--- config.mk ---
export PLATFORM = sky130hd
export DESIGN_NAME = usb_core_interrupt_flags
export DESIGN_NICKNAME = d
export VERILOG_FILES = /design/src/usb_irq_pkg.sv /design/src/line_state_timer.sv /design/src/usb_core_interrupt_flags.sv
export SDC_FILE = /design/constraint.sdc
export NUM_CORES = 1
export LEC_CHECK = 0
export ABC_AREA = 1
export BUFFER_PORTS_ARGS = -buffer_cell sky130_fd_sc_hd__buf_4
export CAP_MARGIN = 10
export CORE_ASPECT_RATIO = 0.9
export CORE_UTILIZATION = 53
export CTS_CLUSTER_SIZE = 40
export DETAILED_ROUTE_END_ITERATION = 7
export HOLD_SLACK_MARGIN = 0.08
export PLACE_DENSITY_LB_ADDON = 0.05
export SYNTH_ARGS = -nofsm -noshare
export SYNTH_HDL_FRONTEND = slang
export SYNTH_SLANG_ARGS = --single-unit
export TNS_END_PERCENT = 5
--- constraint.sdc ---
create_clock -name core_clk -period 4.1 [get_ports core_clk]
set_input_delay 1.23 -clock core_clk [delete_from_list [all_inputs] [get_ports core_clk]]
set_output_delay 1.23 -clock core_clk [all_outputs]
set_load 0.005 [all_outputs]
--- src/usb_irq_pkg.sv ---
// Shared constants, carriers and decode helpers for the USB interrupt flag block
package usb_irq_pkg;

  // ==========================================================
  // Widths
  localparam int unsigned DATA_W  = 32;
  localparam int unsigned ADDR_W  = 4;
  localparam int unsigned BE_W    = 4;
  localparam int unsigned FLAG_W  = 8;
  localparam int unsigned TIMER_W = 17;

  typedef logic [DATA_W-1:0] word_t;
  typedef logic [FLAG_W-1:0] flags_t;

  // ==========================================================
  // Register map (byte addresses)
  localparam logic [ADDR_W-1:0] OFS_STATUS = 4'h0;
  localparam logic [ADDR_W-1:0] OFS_ENABLE = 4'h4;
  localparam logic [ADDR_W-1:0] OFS_ERR_EN = 4'h8;
  localparam logic [ADDR_W-1:0] OFS_CTRL   = 4'hC;

  localparam logic [BE_W-1:0] BE_FULL   = 4'hF;
  localparam int unsigned     BE_LOW    = 0;
  localparam flags_t          FLAGS_RST = 8'h00;
  localparam flags_t          ALL_FLAGS = 8'hFF;
  localparam flags_t          NO_FLAGS  = 8'h00;
  localparam word_t           WORD_ZERO = 32'h00000000;

  // Flag / enable bit positions
  localparam int unsigned BIT_STALL  = 7;
  localparam int unsigned BIT_ATTACH = 6;
  localparam int unsigned BIT_RESUME = 5;
  localparam int unsigned BIT_IDLE   = 4;
  localparam int unsigned BIT_TOKEN  = 3;
  localparam int unsigned BIT_SOF    = 2;
  localparam int unsigned BIT_ERR    = 1;
  localparam int unsigned BIT_RESET  = 0;

  // Device view hides the attach position
  localparam flags_t DEV_MASK    = 8'hBF;
  // Error enable: bit 6 unimplemented
  localparam flags_t ERR_EN_MASK = 8'hBF;

  // Control register bits
  localparam int unsigned CTRL_HOST   = 0;
  localparam int unsigned CTRL_LOWSPD = 1;

  // ==========================================================
  // Timing at 20 MHz
  localparam real CLK_MHZ        = 20.0;
  localparam real RESUME_TIME_US = 2.5;
  localparam real RESET_TIME_US  = 2.5;
  localparam real ATTACH_TIME_US = 2.5;
  localparam real IDLE_TIME_MS   = 3.0;

  localparam int unsigned RESUME_CYC       = int'($ceil(RESUME_TIME_US * CLK_MHZ));
  localparam int unsigned RESET_CYC        = int'($ceil(RESET_TIME_US * CLK_MHZ));
  localparam int unsigned ATTACH_CYC       = int'($ceil(ATTACH_TIME_US * CLK_MHZ));
  localparam int unsigned IDLE_CYC_DEFAULT = int'($ceil(IDLE_TIME_MS * 1000.0 * CLK_MHZ));

  localparam logic [TIMER_W-1:0] RESUME_LIMIT = TIMER_W'(RESUME_CYC);
  localparam logic [TIMER_W-1:0] RESET_LIMIT  = TIMER_W'(RESET_CYC);
  localparam logic [TIMER_W-1:0] ATTACH_LIMIT = TIMER_W'(ATTACH_CYC);

  // ==========================================================
  // Carriers
  typedef struct packed {
    logic              read;
    logic              write;
    logic [ADDR_W-1:0] address;
    logic [BE_W-1:0]   byteenable;
    word_t             writedata;
  } avmm_req_s;

  typedef struct packed {
    logic stall_sent;
    logic token_done;
    logic sof_token;
    logic sof_threshold;
    logic bus_activity;
  } usb_evt_s;

  // ==========================================================
  // Helpers
  // Line state: K is differential 1 at low speed, differential 0 at full speed
  function automatic logic line_is_k(input logic dp, input logic dm, input logic lowspd);
    line_is_k = lowspd ? (dp & ~dm) : (~dp & dm);
  endfunction : line_is_k

  function automatic logic line_is_j(input logic dp, input logic dm, input logic lowspd);
    line_is_j = lowspd ? (~dp & dm) : (dp & ~dm);
  endfunction : line_is_j

  // Software-visible flags or enables for the current mode
  function automatic flags_t mode_view(input flags_t v, input logic host);
    mode_view = host ? v : (v & DEV_MASK);
  endfunction : mode_view

endpackage : usb_irq_pkg

--- src/line_state_timer.sv ---
// Persistence timer: one pulse once a condition has held for LIMIT cycles
`timescale 1ns/10ps
`default_nettype none

module line_state_timer #(
  parameter logic [usb_irq_pkg::TIMER_W-1:0] LIMIT = usb_irq_pkg::RESUME_LIMIT
) (
  input  wire logic core_clk,
  input  wire logic rst,
  input  wire logic clk_en,
  input  wire logic cond,
  output logic      hit
);
  import usb_irq_pkg::*;

  localparam logic [TIMER_W-1:0] LAST = LIMIT - 1'b1;
  localparam logic [TIMER_W-1:0] ZERO = '0;

  logic [TIMER_W-1:0] cnt_q, cnt_d;
  logic               done_q, done_d;
  logic               hit_q, hit_d;

  // ==========================================================
  // Counter
  always_comb begin
    cnt_d  = cnt_q;
    done_d = done_q;
    hit_d  = 1'b0;
    if (!cond) begin
      cnt_d  = ZERO;
      done_d = 1'b0;
    end else if (!done_q) begin
      if (cnt_q == LAST) begin
        // Stays done until the condition drops, so one hit per hold
        done_d = 1'b1;
        hit_d  = 1'b1;
      end else begin
        cnt_d = cnt_q + 1'b1;
      end
    end
  end

  always_ff @(posedge core_clk or posedge rst) begin
    if (rst) begin
      cnt_q  <= '0;
      done_q <= 1'b0;
      hit_q  <= 1'b0;
    end else if (clk_en) begin
      cnt_q  <= cnt_d;
      done_q <= done_d;
      hit_q  <= hit_d;
    end
  end

  assign hit = hit_q;
endmodule : line_state_timer

`default_nettype wire

--- src/usb_core_interrupt_flags.sv ---
// USB core interrupt status, enable and error-summary logic with Avalon-MM slave
//
// Overview of operation
// - Sent STALL handshake sets stall flag.
// - K-state held 2.5 us sets resume.
// - Idle bus for 3 ms sets idle.
// - Token done sets flag; clearing advances FIFO.
// - SOF token or host threshold sets flag.
// - Only enabled errors set summary; device read-only.
// - Device: reset after 2.5 us, once per reset.
// - Host: not SE0, quiet 2.5 us, attach.
// - Host: detach in bit 0, once per detach.
// - Flags clear by ones in full-word write.
// - Enable one passes flag; all reset zero.
// - Enable bit 0 gates reset or detach.
// - Device mode: attach enable (bit 6) reads zero.
// - Upper bits and device bit 6 zero.
// - Summary built from per-error flags.
//
// The address map and the Avalon-MM slave port are this design's own decisions.
`timescale 1ns/10ps
`default_nettype none

module usb_core_interrupt_flags #(
  parameter int unsigned IDLE_CYCLES = usb_irq_pkg::IDLE_CYC_DEFAULT
) (
  input  wire logic                   core_clk,
  input  wire logic                   rst,
  input  wire logic                   clk_en,
  input  wire usb_irq_pkg::avmm_req_s avs_req,
  output logic [usb_irq_pkg::DATA_W-1:0] avs_readdata,
  output logic                        avs_waitrequest,
  input  wire logic                   usb_dp,
  input  wire logic                   usb_dm,
  input  wire usb_irq_pkg::usb_evt_s  usb_evt,
  input  wire usb_irq_pkg::flags_t    err_flags,
  output logic                        irq,
  output logic                        status_fifo_advance
);
  import usb_irq_pkg::*;

  // ==========================================================
  // State
  logic   host_q, host_d;
  logic   lowspd_q, lowspd_d;
  flags_t en_q, en_d;
  flags_t err_en_q, err_en_d;
  flags_t flags_q, flags_d;
  logic   wait_q, wait_d;
  word_t  rdata_q, rdata_d;
  logic   irq_q, irq_d;
  logic   adv_q, adv_d;

  // ==========================================================
  // Line decode and persistence timers
  logic se0, line_k, line_j, quiet;
  logic resume_hit, idle_hit, se0_hit, attach_hit;

  always_comb begin
    se0    = ~usb_dp & ~usb_dm;
    line_k = line_is_k(usb_dp, usb_dm, lowspd_q);
    line_j = line_is_j(usb_dp, usb_dm, lowspd_q);
    // Any activity restarts the attach wait
    quiet  = host_q & ~se0 & ~usb_evt.bus_activity;
  end

  line_state_timer #(.LIMIT(RESUME_LIMIT)) u_resume_timer (
    .core_clk (core_clk),
    .rst      (rst),
    .clk_en   (clk_en),
    .cond     (line_k),
    .hit      (resume_hit)
  );

  line_state_timer #(.LIMIT(TIMER_W'(IDLE_CYCLES))) u_idle_timer (
    .core_clk (core_clk),
    .rst      (rst),
    .clk_en   (clk_en),
    .cond     (line_j),
    .hit      (idle_hit)
  );

  // Shared by reset (device) and detach (host): both are a held SE0
  line_state_timer #(.LIMIT(RESET_LIMIT)) u_se0_timer (
    .core_clk (core_clk),
    .rst      (rst),
    .clk_en   (clk_en),
    .cond     (se0),
    .hit      (se0_hit)
  );

  line_state_timer #(.LIMIT(ATTACH_LIMIT)) u_attach_timer (
    .core_clk (core_clk),
    .rst      (rst),
    .clk_en   (clk_en),
    .cond     (quiet),
    .hit      (attach_hit)
  );

  // ==========================================================
  // Avalon-MM slave: waitrequest drops one cycle after the request
  logic   req_any, req_start, req_done;
  logic   wr_done, wr_status;
  flags_t status_view, en_view, clr, set;
  logic   err_hit;

  always_comb begin
    req_any   = avs_req.read | avs_req.write;
    req_start = req_any & wait_q;
    req_done  = req_any & ~wait_q;
    wr_done   = req_done & avs_req.write;
    wr_status = wr_done & (avs_req.address == OFS_STATUS);
    status_view = mode_view(flags_q, host_q);
    en_view     = mode_view(en_q, host_q);
  end

  always_comb begin
    wait_d  = ~req_start;
    rdata_d = rdata_q;
    if (req_start && avs_req.read) begin
      rdata_d = WORD_ZERO;
      case (avs_req.address)
        OFS_STATUS: rdata_d[FLAG_W-1:0] = status_view;
        OFS_ENABLE: rdata_d[FLAG_W-1:0] = en_view;
        OFS_ERR_EN: rdata_d[FLAG_W-1:0] = err_en_q & ERR_EN_MASK;
        OFS_CTRL: begin
          rdata_d[CTRL_HOST]   = host_q;
          rdata_d[CTRL_LOWSPD] = lowspd_q;
        end
        default: rdata_d = WORD_ZERO;
      endcase
    end
  end

  // ==========================================================
  // Writable registers
  always_comb begin
    en_d     = en_q;
    err_en_d = err_en_q;
    host_d   = host_q;
    lowspd_d = lowspd_q;
    if (wr_done && avs_req.byteenable[BE_LOW]) begin
      case (avs_req.address)
        OFS_ENABLE: en_d = avs_req.writedata[FLAG_W-1:0];
        OFS_ERR_EN: err_en_d = avs_req.writedata[FLAG_W-1:0] & ERR_EN_MASK;
        OFS_CTRL: begin
          host_d   = avs_req.writedata[CTRL_HOST];
          lowspd_d = avs_req.writedata[CTRL_LOWSPD];
        end
        default: en_d = en_q;
      endcase
    end
  end

  // ==========================================================
  // Status flags
  always_comb begin
    err_hit = |(err_flags & err_en_q & ERR_EN_MASK);
    clr = NO_FLAGS;
    if (wr_status) begin
      // A partial write behaves like a bit operation: every set flag clears
      clr = (avs_req.byteenable == BE_FULL) ? avs_req.writedata[FLAG_W-1:0] : ALL_FLAGS;
    end
    set             = NO_FLAGS;
    set[BIT_STALL]  = usb_evt.stall_sent;
    set[BIT_ATTACH] = host_q & attach_hit;
    set[BIT_RESUME] = resume_hit;
    set[BIT_IDLE]   = idle_hit;
    set[BIT_TOKEN]  = usb_evt.token_done;
    set[BIT_SOF]    = host_q ? usb_evt.sof_threshold : usb_evt.sof_token;
    set[BIT_ERR]    = err_hit;
    set[BIT_RESET]  = se0_hit;
    // Set wins over a clear in the same cycle
    flags_d = (flags_q & ~clr) | set;
    if (!host_q) begin
      flags_d[BIT_ERR]    = err_hit;
      flags_d[BIT_ATTACH] = 1'b0;
    end
    adv_d = clr[BIT_TOKEN] & flags_q[BIT_TOKEN];
    irq_d = |(status_view & en_view);
  end

  always_ff @(posedge core_clk or posedge rst) begin
    if (rst) begin
      host_q   <= 1'b0;
      lowspd_q <= 1'b0;
      en_q     <= FLAGS_RST;
      err_en_q <= FLAGS_RST;
      flags_q  <= FLAGS_RST;
      wait_q   <= 1'b1;
      rdata_q  <= WORD_ZERO;
      irq_q    <= 1'b0;
      adv_q    <= 1'b0;
    end else if (clk_en) begin
      host_q   <= host_d;
      lowspd_q <= lowspd_d;
      en_q     <= en_d;
      err_en_q <= err_en_d;
      flags_q  <= flags_d;
      wait_q   <= wait_d;
      rdata_q  <= rdata_d;
      irq_q    <= irq_d;
      adv_q    <= adv_d;
    end
  end

  assign avs_readdata        = rdata_q;
  assign avs_waitrequest     = wait_q;
  assign irq                 = irq_q;
  assign status_fifo_advance = adv_q;

  // Run lengths of line conditions, for the timing checks only
  int unsigned k_run, j_run, se0_run, quiet_run;
  always_ff @(posedge core_clk or posedge rst) begin
    if (rst) begin
      k_run     <= 0;
      j_run     <= 0;
      se0_run   <= 0;
      quiet_run <= 0;
    end else if (clk_en) begin
      k_run     <= line_k ? k_run + 1 : 0;
      j_run     <= line_j ? j_run + 1 : 0;
      se0_run   <= se0 ? se0_run + 1 : 0;
      quiet_run <= quiet ? quiet_run + 1 : 0;
    end
  end
endmodule : usb_core_interrupt_flags

`default_nettype wire

==> flow_summary_export.csv <==
group,metric,value,unit
route,drc,0,
route,drt_iter0_drc,557,
layout,nNetsFinal,1123,
logic_synthesis,synth_edf_count,0,
timing,layout_setup_ws,1.64,ns
logic_synthesis,ys_types,35,
global_routing,grt_pass1_wl,27.5,mm
layout,multiInputGateArea,3670,um2
logic_synthesis,ys_warn_count,0,
critical_path,crit_type,"in -> reg",
clocking,cts_resized,0,
critical_path,cpPeakStageDelay,0.42,ns
logic_synthesis,syn_area_per_cell,6.89,um2
route,via_per_inst,5.10,
die,pin_count,95,
global_routing,grt_pass1_vias,5747,
critical_path,crit_chain,"buf_4, inv_2, nor2_1, nand2_2, nand2_1, nand2_1, nand2_1",
die,die_w,123,um
logic_synthesis,synth-main-ff-cell,"dfrtp_1",
global_routing,grt_max_degree,49,
die,start_util,54.8,%
layout,n_antenna_cell,0,
die,die_h,111,um
clocking,cts_tree,"done",
outcome,run_status,"complete, no violations",
logic_synthesis,synthArstFlopShare,100,%
timing,maxSlewViolCount,0,
clocking,cts.sinks,112,
timing,hold_viol_final,0,
pwr,peakVddDrop,0.259,mV
global_routing,gr-total-overflow,0,
timing,max_slew_margin,50.8,%
clocking,cts_root_buffer,"clkbuf_16",
clocking,clock_latency,0.37,ns
placement,io_buffers,45,
clocking,clk_path_buf_depth,2,
logic_synthesis,syn_inst,1017,
worst_hold_path,hp-class,"reg -> reg",
layout,fillers,1247,
timing,tightest_slew,0.736,ns
route,wire_per_inst,13.1,um
clocking,cts_hold_buf,0,
route,wirelength,16.0,mm
layout,final_layout_size_suffix_gt1_share,9.05,%
layout,regArea,2800,um2
placement,hpwl,11.6,mm
layout,stdcell_count,1225,
route,drtAntennaViolNets,0,
critical_path,slowest_stage,"nand2_1",
critical_path,end_kind,"flip-flop",
clocking,h-tree-depth,3,
logic_synthesis,synth.cell_area,7000,um2
die,rows,39,
die,core,12800,um2
timing,rsz0062_at_grt,"false",
timing,period_share,60.1,%
critical_path,cp.required,4.40,ns
timing,finalSetupViolations,0,
timing,fin_worst_skew,0.00990,ns
critical_path,start_kind,"primary input",
critical_path,path_delay_family,"simple AND/OR/NAND/NOR gates",
clocking,cts_made_buffers,9,
pwr,cellLeakagePower,0.00367,uW
job,drv_cap,0,
timing,tns,0,ns
pwr,p_per_area,302,nW/um2
logic_synthesis,synth_seq_area_share,40.0,%
placement,post-place-ws,1.25,ns
critical_path,crit_arrival,2.77,ns
logic_synthesis,synth-seq-cells,112,
critical_path,cp_max_fo,23,
clocking,post_cts_buffers,0,
timing,fmax,406,MHz
placement,dp_cells,1209,
critical_path,path_buf_inv,2,
global_routing,antenna_found_initial,0,
placement,place.gp.congestion,0.911,
route,vias,6249,
clocking,clkTransAtPathRegs,0.08,ns
timing,final.min_clock_period,2.46,ns
die,die_area,13700,um2
layout,area_growth,9.65,%
route,dr.pass1.iters,6,
global_routing,grt_usage,25.3,%
critical_path,cp_common_cell,"nand2_1",
==> Yosys cell counts, drive strengths merged, types with 2 or more instances <==
library cell | number | area share, %
nor3 | 9 | 1.1
nand3b | 2 | 0.21
nand2 | 374 | 21
ha | 7 | 1.3
xnor2 | 4 | 0.50
and2 | 2 | 0.18
nor2 | 144 | 8.1
dfrtp | 111 | 40
o21bai | 6 | 0.64
nand4 | 23 | 2.1
clkbuf | 3 | 0.16
a21oi | 2 | 0.14
inv | 82 | 4.4
o22ai | 3 | 0.27
buf | 42 | 4.2
xor2 | 23 | 2.9
nand3 | 110 | 7.9
o21ai | 63 | 4.6
o211ai | 2 | 0.21
==> cell families after synthesis <==
family / Yosys count / share of synthesized area (%)
simple gates: 664 / 40.4
buf+inv: 128 / 8.79
flops: 112 / 40.0
compound gates: 78 / 6.09
xor+xnor: 27 / 3.38
fa+ha+maj: 7 / 1.25
other cells: 1 / 0.0535
==> worst paths after layout <==
path,from,to,slack [ns],cells after the start
max,clk_en,u_resume_timer.cnt_q[6],1.64,7
min,irq,irq,0.49,2
min in group asynchronous,rst,u_se0_timer.cnt_q[0],0.98,2
max reg2reg,u_resume_timer.cnt_q[1],u_resume_timer.cnt_q[9],2.10,9
min reg2reg,irq,irq,0.49,2
max in group asynchronous,rst,avs_waitrequest,2.39,3
==> layout make-up <==
class,instances,share of cell area [%]
clock buffers,10,2.98
clock inverters,6,0.880
inverters,83,4.11
multi-input cells,800,47.8
flip-flops and latches,112,36.5
well taps,164,2.67
repair buffers,50,5.05
==> registers in the layout, indices dropped and copies added (netlist names), 7 cells and up <==
signal and cells:
err_en_q 7, en_q 8, u_attach_timer.cnt_q 17, avs_readdata 8, u_idle_timer.cnt_q 17, u_se0_timer.cnt_q 17, u_resume_timer.cnt_q 17, flags_q 8
==> report_power, final <==
part	total [uW]	internal, uW	switching, uW
clock network	904	477	427
logic	234	77.8	156
registers	1180	1150	37.6
==> per-layer routing <==
| layer | GRT usage [%] | vias up | part of all wire [%] |
|---|---|---|---|
| met5 | 0 | - | 0 |
| met4 | 4.50 | 0 | 0.71 |
| met3 | 5.56 | 13 | 5.3 |
| met2 | 36.8 | 146 | 42 |
| li1 | - | 3262 | - |
| met1 | 38.7 | 2828 | 52 |
==> layout by cell type, fill, tap and decap left out, drive strengths merged <==
| master | Yosys | routed |
|---|---|---|
| xnor2 | 4 | 4 |
| a21oi | 2 | 2 |
| conb | 1 | 24 |
| o211ai | 2 | 2 |
| ha | 7 | 7 |
| o21ai | 63 | 63 |
| and2 | 2 | 2 |
| clkinv | 1 | 3 |
| nor3 | 9 | 9 |
| bufinv | 0 | 1 |
| buf | 42 | 50 |
| o22ai | 3 | 3 |
| inv | 82 | 82 |
| nand3 | 110 | 110 |
| a211oi | 1 | 1 |
| clkinvlp | 0 | 3 |
| nand3b | 2 | 2 |
| dfrtp | 111 | 111 |
| nor2 | 144 | 144 |
| nand4 | 23 | 23 |
| clkbuf | 3 | 10 |
| dfstp | 1 | 1 |
| nand2 | 374 | 374 |
| xor2 | 23 | 23 |
| a21boi | 1 | 1 |
| o21bai | 6 | 6 |
==> worst min-delay path: cells and delay by family, from the launching register on <==
family,cells,cell delay [ns]
DFF,1,0.34
and+or+nand+nor,2,0.11
==> per-stage QoR <==
stage	hold slack (ns)	cell area, um2	power [uW]	util (%)
floorplan	0.463	7090	1360	-
global placement	0.467	7380	1440	57.8
detailed placement	0.471	7380	1440	57.8
CTS	0.490	7680	2350	60.1
global route	0.512	7680	2430	60.1
finish	0.486	7680	2320	60.1
Power figures use the tool's default switching activity.
